<file path="config.mk">
export PLATFORM = sky130hd
export DESIGN_NAME = insn_decode_execute_timing
export DESIGN_NICKNAME = d
export VERILOG_FILES = /design/src/pkg/insn_decode_pkg.sv /design/src/core/insn_field_split.sv /design/src/core/insn_decode_execute_timing.sv
export SDC_FILE = /design/constraint.sdc
export NUM_CORES = 1
export LEC_CHECK = 0
export BUFFER_PORTS_ARGS = -buffer_cell sky130_fd_sc_hd__buf_2
export CORE_UTILIZATION = 45
export DETAILED_ROUTE_END_ITERATION = 8
export GPL_TIMING_DRIVEN = 0
export HOLD_SLACK_MARGIN = 0.12
export PLACE_DENSITY = 0.61
export SLEW_MARGIN = 0
export SYNTH_ARGS = -nofsm -noshare
export SYNTH_HDL_FRONTEND = slang
export SYNTH_SLANG_ARGS = --single-unit
</file>
<file path="constraint.sdc">
create_clock -name i_clock -period 3.5 [get_ports i_clock]
set_input_delay 0.7 -clock i_clock [delete_from_list [all_inputs] [get_ports i_clock]]
set_output_delay 0.7 -clock i_clock [all_outputs]
set_load 0.005 [all_outputs]
</file>
<file path="src/pkg/insn_decode_pkg.sv">
// Package holding field layouts, opcode encodings and timing constants for the decoder.
package insn_decode_pkg;
   localparam int INSN_WIDTH = 14;
   localparam int FILE_ADDR_WIDTH = 7;
   localparam int BIT_SEL_WIDTH = 3;
   localparam int DATA_WIDTH = 8;
   localparam int LIT8_WIDTH = 8;
   localparam int LIT11_WIDTH = 11;
   localparam int Q_PHASES = 4;
   localparam logic [1:0] Q_LAST = 2'h3;
   localparam logic [1:0] Q_READ = 2'h1;
   localparam logic [1:0] Q_MODIFY = 2'h2;
   localparam logic [1:0] Q_WRITE = 2'h3;
   localparam logic [1:0] Q_FIRST = 2'h0;
   localparam int GROUP_MSB = 13;
   localparam int GROUP_LSB = 12;
   localparam int DEST_BIT = 7;
   localparam int BIT_SEL_MSB = 9;
   localparam int BIT_SEL_LSB = 7;
   localparam int BYTE_OP_MSB = 11;
   localparam int BYTE_OP_LSB = 8;
   localparam int BIT_OP_MSB = 11;
   localparam int BIT_OP_LSB = 10;
   localparam int LIT_OP_MSB = 11;
   localparam int LIT_OP_LSB = 8;
   localparam logic [1:0] GRP_BYTE = 2'h0;
   localparam logic [1:0] GRP_BIT = 2'h1;
   localparam logic [1:0] GRP_JUMP = 2'h2;
   localparam logic [1:0] GRP_LIT = 2'h3;
   localparam logic [3:0] OP_MOVWF = 4'h0;
   localparam logic [3:0] OP_CLR = 4'h1;
   localparam logic [3:0] OP_SUB = 4'h2;
   localparam logic [3:0] OP_DEC = 4'h3;
   localparam logic [3:0] OP_IOR = 4'h4;
   localparam logic [3:0] OP_AND = 4'h5;
   localparam logic [3:0] OP_XOR = 4'h6;
   localparam logic [3:0] OP_ADD = 4'h7;
   localparam logic [3:0] OP_MOV = 4'h8;
   localparam logic [3:0] OP_COM = 4'h9;
   localparam logic [3:0] OP_INC = 4'hA;
   localparam logic [3:0] OP_DECSZ = 4'hB;
   localparam logic [3:0] OP_RRF = 4'hC;
   localparam logic [3:0] OP_RLF = 4'hD;
   localparam logic [3:0] OP_SWAP = 4'hE;
   localparam logic [3:0] OP_INCSZ = 4'hF;
   localparam logic [1:0] BOP_CLR = 2'h0;
   localparam logic [1:0] BOP_SET = 2'h1;
   localparam logic [1:0] BOP_TSC = 2'h2;
   localparam logic [1:0] BOP_TSS = 2'h3;
   localparam logic [DATA_WIDTH-1:0] BYTE_ZERO = 8'h00;
   localparam logic [DATA_WIDTH-1:0] BYTE_ONE = 8'h01;

   typedef enum logic [1:0] {
      GROUP_BYTE,
      GROUP_BIT,
      GROUP_LITERAL
   } group_type;

   typedef struct packed {
      group_type group;
      logic [3:0] opcode;
      logic [FILE_ADDR_WIDTH-1:0] file_addr;
      logic dest_file;
      logic [BIT_SEL_WIDTH-1:0] bit_sel;
      logic [LIT8_WIDTH-1:0] lit8;
      logic [LIT11_WIDTH-1:0] lit11;
      logic uses_file;
      logic is_jump;
   } fields_type;

   typedef struct packed {
      logic active;
      logic [FILE_ADDR_WIDTH-1:0] addr;
      logic [DATA_WIDTH-1:0] data;
   } file_access_type;
endpackage : insn_decode_pkg

</file>
<file path="src/core/insn_field_split.sv">
// Combinational split of a 14-bit instruction word into its operand fields.
`timescale 1ns/10ps
module insn_field_split (
   input wire logic [insn_decode_pkg::INSN_WIDTH-1:0] i_word,
   output insn_decode_pkg::fields_type o_fields
);
   import insn_decode_pkg::*;

   always_comb begin
      o_fields = '0;
      o_fields.file_addr = i_word[FILE_ADDR_WIDTH-1:0];
      o_fields.dest_file = i_word[DEST_BIT];
      o_fields.bit_sel = i_word[BIT_SEL_MSB:BIT_SEL_LSB];
      o_fields.lit8 = i_word[LIT8_WIDTH-1:0];
      o_fields.lit11 = i_word[LIT11_WIDTH-1:0];
      o_fields.opcode = i_word[BYTE_OP_MSB:BYTE_OP_LSB];
      unique case (i_word[GROUP_MSB:GROUP_LSB])
         GRP_BYTE: begin
            o_fields.group = GROUP_BYTE;
            // Opcode zero with d clear is the idle and control family, which names no file.
            o_fields.uses_file = !(i_word[BYTE_OP_MSB:BYTE_OP_LSB] == OP_MOVWF
               && !i_word[DEST_BIT]);
         end
         GRP_BIT: begin
            o_fields.group = GROUP_BIT;
            o_fields.opcode = {2'h0, i_word[BIT_OP_MSB:BIT_OP_LSB]};
            o_fields.uses_file = 1'b1;
         end
         GRP_JUMP: begin
            o_fields.group = GROUP_LITERAL;
            o_fields.is_jump = 1'b1;
         end
         GRP_LIT: begin
            o_fields.group = GROUP_LITERAL;
         end
      endcase
   end
endmodule : insn_field_split

</file>
<file path="src/core/insn_decode_execute_timing.sv">
// Instruction decode, four-phase cycle timing and read-modify-write execution.
//
// Behaviour
// - Each instruction is a 14-bit word made of an opcode plus operand fields.
// - Each instruction is sorted into byte, bit or literal/control groups.
// - Byte operations write to the working register when d is 0, else to the file; opcode zero with d clear writes neither.
// - Byte operations take their operand from the file selected by the f field.
// - Bit operations act on the bit chosen by b inside the file chosen by f.
// - Literal operations use an eight-bit or eleven-bit constant from the word.
// - An instruction cycle is four consecutive oscillator periods.
// - An instruction finishes in one cycle unless it skips or changes the counter.
// - A taken skip or counter change costs a second cycle run as a no-operation.
// - Every file write is a read, modify and write back, even for write-only ops.
// - The file select field is seven bits wide, covering addresses 0 to 0x7F.
// - The bit select field is three bits, naming one bit of an eight-bit register.
`timescale 1ns/10ps
module insn_decode_execute_timing (
   input wire logic i_clock,
   input wire logic i_rst,
   input wire logic [insn_decode_pkg::INSN_WIDTH-1:0] i_insn,
   input wire logic [insn_decode_pkg::DATA_WIDTH-1:0] i_file_rdata,
   output logic [1:0] o_phase,
   output logic o_fetch,
   output logic o_file_read,
   output logic [insn_decode_pkg::FILE_ADDR_WIDTH-1:0] o_file_addr,
   output logic o_file_write,
   output logic [insn_decode_pkg::DATA_WIDTH-1:0] o_file_wdata,
   output logic [insn_decode_pkg::DATA_WIDTH-1:0] o_work,
   output logic o_pc_load,
   output logic [insn_decode_pkg::LIT11_WIDTH-1:0] o_pc_target,
   output logic o_no_operation,
   output logic o_insn_done
);
   import insn_decode_pkg::*;

   typedef enum logic [1:0] {
      EXEC,
      FLUSH
   } cycle_state_type;

   fields_type fields;
   fields_type fields_q, fields_d;
   cycle_state_type state_q, state_d;
   logic [1:0] phase_q, phase_d;
   logic [DATA_WIDTH-1:0] work_q, work_d;
   logic [DATA_WIDTH-1:0] operand_q, operand_d;
   logic fetch_q, fetch_d;
   logic rd_q, rd_d;
   logic wr_q, wr_d;
   logic [DATA_WIDTH-1:0] wdata_q, wdata_d;
   logic pc_load_q, pc_load_d;
   logic [LIT11_WIDTH-1:0] pc_target_q, pc_target_d;
   logic no_operation_q, no_operation_d;
   logic done_q, done_d;
   logic [DATA_WIDTH-1:0] result;
   logic to_file;
   logic to_work;
   logic skip;

   insn_field_split u_split (
      .i_word(i_insn),
      .o_fields(fields)
   );

   function automatic logic [DATA_WIDTH-1:0] bit_mask(input logic [BIT_SEL_WIDTH-1:0] sel);
      bit_mask = BYTE_ONE << sel;
   endfunction : bit_mask

   // Byte and bit datapath; carry is not modelled here, so rotates bring in zero.
   always_comb begin
      result = operand_q;
      to_file = 1'b0;
      to_work = 1'b0;
      skip = 1'b0;
      unique case (fields_q.group)
         GROUP_BYTE: begin
            to_file = fields_q.dest_file;
            to_work = !fields_q.dest_file;
            unique case (fields_q.opcode)
               OP_MOVWF: begin
                  result = work_q;
                  to_file = fields_q.dest_file;
                  to_work = 1'b0;
               end
               OP_CLR: result = BYTE_ZERO;
               OP_SUB: result = operand_q - work_q;
               OP_DEC: result = operand_q - BYTE_ONE;
               OP_IOR: result = operand_q | work_q;
               OP_AND: result = operand_q & work_q;
               OP_XOR: result = operand_q ^ work_q;
               OP_ADD: result = operand_q + work_q;
               OP_MOV: result = operand_q;
               OP_COM: result = ~operand_q;
               OP_INC: result = operand_q + BYTE_ONE;
               OP_DECSZ: begin
                  result = operand_q - BYTE_ONE;
                  skip = (result == BYTE_ZERO);
               end
               OP_RRF: result = {1'b0, operand_q[DATA_WIDTH-1:1]};
               OP_RLF: result = {operand_q[DATA_WIDTH-2:0], 1'b0};
               OP_SWAP: result = {operand_q[3:0], operand_q[7:4]};
               OP_INCSZ: begin
                  result = operand_q + BYTE_ONE;
                  skip = (result == BYTE_ZERO);
               end
            endcase
         end
         GROUP_BIT: begin
            unique case (fields_q.opcode[1:0])
               BOP_CLR: begin
                  result = operand_q & ~bit_mask(fields_q.bit_sel);
                  to_file = 1'b1;
               end
               BOP_SET: begin
                  result = operand_q | bit_mask(fields_q.bit_sel);
                  to_file = 1'b1;
               end
               BOP_TSC: skip = (operand_q & bit_mask(fields_q.bit_sel)) == BYTE_ZERO;
               BOP_TSS: skip = (operand_q & bit_mask(fields_q.bit_sel)) != BYTE_ZERO;
            endcase
         end
         GROUP_LITERAL: begin
            // Literal ops take the low eight bits; jumps take eleven.
            to_work = !fields_q.is_jump;
            unique case (fields_q.opcode[3:2])
               2'h0: result = fields_q.lit8;
               2'h1: result = fields_q.lit8;
               2'h2: result = fields_q.opcode[0] ? (work_q & fields_q.lit8)
                                                 : (work_q | fields_q.lit8);
               2'h3: result = work_q + fields_q.lit8;
            endcase
            if (fields_q.opcode[3:1] == 3'h5) begin
               result = work_q ^ fields_q.lit8;
            end
            if (fields_q.opcode[3:1] == 3'h6) begin
               result = fields_q.lit8 - work_q;
            end
         end
         default: begin
            result = operand_q;
         end
      endcase
   end

   always_comb begin
      state_d = state_q;
      phase_d = phase_q + 2'h1;
      fields_d = fields_q;
      work_d = work_q;
      operand_d = operand_q;
      fetch_d = 1'b0;
      rd_d = 1'b0;
      wr_d = 1'b0;
      wdata_d = wdata_q;
      pc_load_d = 1'b0;
      pc_target_d = pc_target_q;
      no_operation_d = no_operation_q;
      done_d = 1'b0;
      unique case (phase_q)
         Q_FIRST: begin
            if (state_q == EXEC) begin
               fields_d = fields;
               rd_d = fields.uses_file;
               no_operation_d = 1'b0;
            end else begin
               no_operation_d = 1'b1;
            end
         end
         Q_READ: begin
            if (state_q == EXEC && fields_q.uses_file) begin
               operand_d = i_file_rdata;
            end
         end
         Q_MODIFY: begin
            if (state_q == EXEC) begin
               wr_d = to_file;
               wdata_d = result;
               if (to_work) begin
                  work_d = result;
               end
               if (fields_q.is_jump) begin
                  pc_load_d = 1'b1;
                  pc_target_d = fields_q.lit11;
               end
            end
         end
         Q_LAST: begin
            fetch_d = 1'b1;
            if (state_q == EXEC && (skip || fields_q.is_jump)) begin
               state_d = FLUSH;
            end else begin
               state_d = EXEC;
               done_d = 1'b1;
            end
         end
      endcase
   end

   always_ff @(posedge i_clock or posedge i_rst) begin
      if (i_rst) begin
         state_q <= EXEC;
         phase_q <= Q_FIRST;
         fields_q <= '0;
         work_q <= BYTE_ZERO;
         operand_q <= BYTE_ZERO;
         fetch_q <= 1'b0;
         rd_q <= 1'b0;
         wr_q <= 1'b0;
         wdata_q <= BYTE_ZERO;
         pc_load_q <= 1'b0;
         pc_target_q <= '0;
         no_operation_q <= 1'b0;
         done_q <= 1'b0;
      end else begin
         state_q <= state_d;
         phase_q <= phase_d;
         fields_q <= fields_d;
         work_q <= work_d;
         operand_q <= operand_d;
         fetch_q <= fetch_d;
         rd_q <= rd_d;
         wr_q <= wr_d;
         wdata_q <= wdata_d;
         pc_load_q <= pc_load_d;
         pc_target_q <= pc_target_d;
         no_operation_q <= no_operation_d;
         done_q <= done_d;
      end
   end

   assign o_phase = phase_q;
   assign o_fetch = fetch_q;
   assign o_file_read = rd_q;
   assign o_file_addr = fields_q.file_addr;
   assign o_file_write = wr_q;
   assign o_file_wdata = wdata_q;
   assign o_work = work_q;
   assign o_pc_load = pc_load_q;
   assign o_pc_target = pc_target_q;
   assign o_no_operation = no_operation_q;
   assign o_insn_done = done_q;
endmodule : insn_decode_execute_timing

</file>
==> summary.md <==
| Metric | Value |
|---|---|
| Portion of the post-synthesis area used by sequential elements | `0.253` |
| Dpl ws | `-386 ps` |
| Syn Inst Count | `757` |
| Synthesized net count | `838` |
| Setup Total Neg Slack | `0 ps` |
| Netlist area before placement | `0.00623 mm^2` |
| Clock Latency Late Sink | `350 ps` |
| Final WS setup | `108 ps` |
| Deepest level of the CTS H-tree | `3` |
| Clock Pin Slew Worst Setup and Hold Paths | `~60 ps` |
| Maximum buffer depth of the clock tree | `2` |
| Largest net degree at the start of global routing | `41` |
| Max-capacitance violation count | `0` |
| Cell leakage power | `~3.1 nW` |
| Drt first pass iters | `7` |
| Post-route clock skew | `11.1 ps` |
| Initial core utilization | `0.465` |
| Row Count | `42` |
| WP data arrival | `3650 ps` |
| Synth Area per Inst | `8.23 um^2` |
| Total CTS buffers | `9` |
| Slew Limit Fails | `0` |
| Yosys warnings | `0` |
| Run status | `finished clean` |
| Die Footprint | `0.0143 mm^2` |
| Final period demand of the worst path | `3390 ps` |
| Half-perimeter wire length after placement | `19900 um` |
| Most frequent cells after synthesis | `sky130_fd_sc_hd__dfrtp_1, sky130_fd_sc_hd__nand2_1, sky130_fd_sc_hd__o21ai_0` |
| Post-synthesis sequential element count | `63` |
| Cell with the most instances after synthesis | `sky130_fd_sc_hd__dfrtp_1` |
| Share of synthesized registers carrying an async set or reset | `1.00` |
| Global Route Usage Sum | `0.368` |
| Total wire length after detailed routing | `26000 um` |
| Max Clk Rate | `approximately 290 MHz` |
| Adder-cell share of the synthesized area | `0.118` |
| Routed WL per cell | `25.7 um` |
| Share of the synthesized area in the top cell type | `0.253` |
| Proportion of layout cells with a drive suffix above 1 | `0.180` |
| Via count | `6661` |
| TritonCTS clock tree | `done` |
| Core area | `0.0134 mm^2` |
| Fraction of synthesized area in multiplexers | `0.0801` |
| Power per unit of standard cell area | `between 900 and 1000 mW/mm^2` |
| Worst slew pin tran | `975 ps` |
| Simple-Gate Fraction of Synth Area | `0.210` |
| Most used flip-flop cell after synthesis | `sky130_fd_sc_hd__dfrtp_1` |
| HP Class | `in2async` |
| Diode count | `0` |
| CP required | `3760 ps` |
| Reg-to-reg setup timing slack | `110 ps` |
| Clock root cell | `sky130_fd_sc_hd__clkbuf_16` |
| Final cycle utilization of the critical path | `0.969` |
| Final weighted congestion of routability-driven global placement | `1.01` |
| Overflow after GRT | `0` |
| Cts-stage hold buffer count | `0` |
| Main combinational cell family by area after synthesis | `compound AO/OA/AOI/OAI gates` |
| Largest voltage drop on the vdd net | `roughly 560 uV` |
| Number of antenna violations at the first check in global routing | `1` |
| Iter 0 DRT Violations | `a little under 900` |
| Origin of the critical flop-to-flop path | `fields_q[33]` |
| Setup repair after global routing missed its margin | `no` |
| Logic depth of the worst register-to-register path | `10` |
| Resized cells post-CTS | `3` |
| R2r endpoint | `o_work[7]` |
| First-pass GRT wire length | `38600 um` |
| Die height | `120 um` |
| Cell taking the most area after synthesis | `sky130_fd_sc_hd__dfrtp_1` |
| Via count of the first global-routing pass | `around 6300` |
| Clock sinks | `63` |
| Setup violation total in the final timing report | `0` |
| Count of endpoints failing hold in the final timing report | `0` |
| DIE WIDTH | `roughly 120 um` |
| Area fraction in compound gates after synthesis | `0.243` |
| Critical path fanouts, max | `10` |
| Final Net Count | `914` |
| Mean number of vias per cell | `roughly 6.6` |
| Growth of design area from synthesis to finish | `14.2%` |
| Xor/xnor cell area share of the yosys netlist | `0.0239` |
| Number of DRC violations after detailed routing | `0` |
| Number of enable-type register cells in the synthesized netlist | `0` |
| I/O Pins | `66` |
| Synth unique cells | `80` |
| # port buffers | `65` |
| Leading post-synthesis cells by cell area | `sky130_fd_sc_hd__dfrtp_1, sky130_fd_sc_hd__ha_1, sky130_fd_sc_hd__mux2_2, sky130_fd_sc_hd__o21ai_0, sky130_fd_sc_hd__nand2_1` |
| Category of the worst setup path launch point | `flop` |
| Number of setup buffers added after CTS | `0` |
| Headroom to the max-slew limit | `0.333` |
| Crit. End Element | `flop` |
| Type of the setup path with the least slack | `reg2reg` |
| Post-route ant nets | `0` |
report_power, final:
part	switching, W	internal [W]
clock network	0.000398	0.000560
logic	0.00283	0.00168
registers	0.000458	0.000990
worst max-delay path by stage:
stage	cells past startpoint	endpoint	start	slack, ps
after floorplan	11	o_work[7]	fields_q[33]	560
after global placement	10	o_work[4]	operand_q[1]	-360
after detailed placement	10	o_work[4]	operand_q[1]	-390
after CTS	10	o_work[7]	o_work[1]	30
after global routing	10	o_work[7]	fields_q[33]	20
final	10	o_work[7]	fields_q[33]	110
stage by stage:
stage | utilization | total power (W) | hold WS, ps | cells | area, um^2
after floorplan | - | 0.00418 | 450 | 757 | 6230
after global placement | 0.506 | 0.00565 | 458 | 998 | 6780
after detailed placement | 0.507 | 0.00575 | 470 | 999 | 6800
after CTS | 0.531 | 0.00673 | 393 | 1014 | 7110
after global routing | 0.531 | 0.00726 | 432 | 1014 | 7120
final | 0.531 | 0.00692 | 384 | 1014 | 7120
final cells by class:
| class | instances | area, um^2 |
|---|---|---|
| Buffer | 63 | 292 |
| Tap cell | 176 | 220 |
| Clock buffer | 9 | 225 |
| Fill cell | 1299 | 6280 |
| Clock inverter | 7 | 81.3 |
| Timing Repair Buffer | 66 | 345 |
| Multi-Input combinational cell | 588 | 4220 |
| Sequential cell | 63 | 1580 |
| Inverter | 42 | 161 |
state kept, by name (all words and copies together), names as in the netlist:
name            flops
fields_q           13
o_pc_target        11
o_file_wdata        8
o_work              8
operand_q           8
o_file_addr         6
o_phase             2
o_fetch             1
o_file_read         1
o_file_write        1
o_insn_done         1
o_no_operation      1
o_pc_load           1
state_q             1
logic make-up after synthesis:
| kind of cell | after synthesis |
|---|---|
| mux | 45 |
| simple gates | 247 |
| flops | 63 |
| buf+inv | 106 |
| xor+xnor | 17 |
| compound gates | 222 |
| fa+ha+maj | 57 |
metal layers:
metal | track usage | up-vias | routed length (um)
li1 | - | 2944 | -
met1 | 0.492 | 3213 | 10900
met2 | 0.544 | 397 | 11100
met3 | 0.101 | 105 | 2690
met4 | 0.184 | 2 | 1280
met5 | 0 | - | 9
critical path, stage by stage (launching register included):
cell and delay, ps:
sky130_fd_sc_hd__dfrtp_1 480, sky130_fd_sc_hd__clkbuf_4 260, sky130_fd_sc_hd__and4b_2 370, sky130_fd_sc_hd__mux2_2 380
sky130_fd_sc_hd__ha_1 310, sky130_fd_sc_hd__a211o_1 340, sky130_fd_sc_hd__a2111o_1 400, sky130_fd_sc_hd__a211o_1 300
sky130_fd_sc_hd__mux2i_1 220, sky130_fd_sc_hd__nor2_1 70, sky130_fd_sc_hd__a31oi_1 180
cell usage in the layout (no fill, tap or decap), types with 13 or more instances in the layout:
cell type | Yosys | layout
sky130_fd_sc_hd__nand3_1 | 16 | 16
sky130_fd_sc_hd__nand2b_1 | 20 | 20
sky130_fd_sc_hd__buf_2 | 13 | 77
sky130_fd_sc_hd__xnor2_1 | 14 | 14
sky130_fd_sc_hd__nor3_1 | 24 | 24
sky130_fd_sc_hd__dfrtp_1 | 63 | 60
sky130_fd_sc_hd__ha_1 | 54 | 54
sky130_fd_sc_hd__nor2b_1 | 19 | 19
sky130_fd_sc_hd__inv_1 | 41 | 39
sky130_fd_sc_hd__o22ai_1 | 13 | 13
sky130_fd_sc_hd__a21oi_1 | 30 | 30
sky130_fd_sc_hd__nor2_1 | 47 | 47
sky130_fd_sc_hd__clkbuf_1 | 39 | 37
sky130_fd_sc_hd__mux2i_1 | 15 | 15
sky130_fd_sc_hd__a31oi_1 | 15 | 15
sky130_fd_sc_hd__o21ai_0 | 55 | 55
sky130_fd_sc_hd__nand2_1 | 55 | 55
sky130_fd_sc_hd__mux2_2 | 29 | 29
Power figures use the tool's default switching activity.
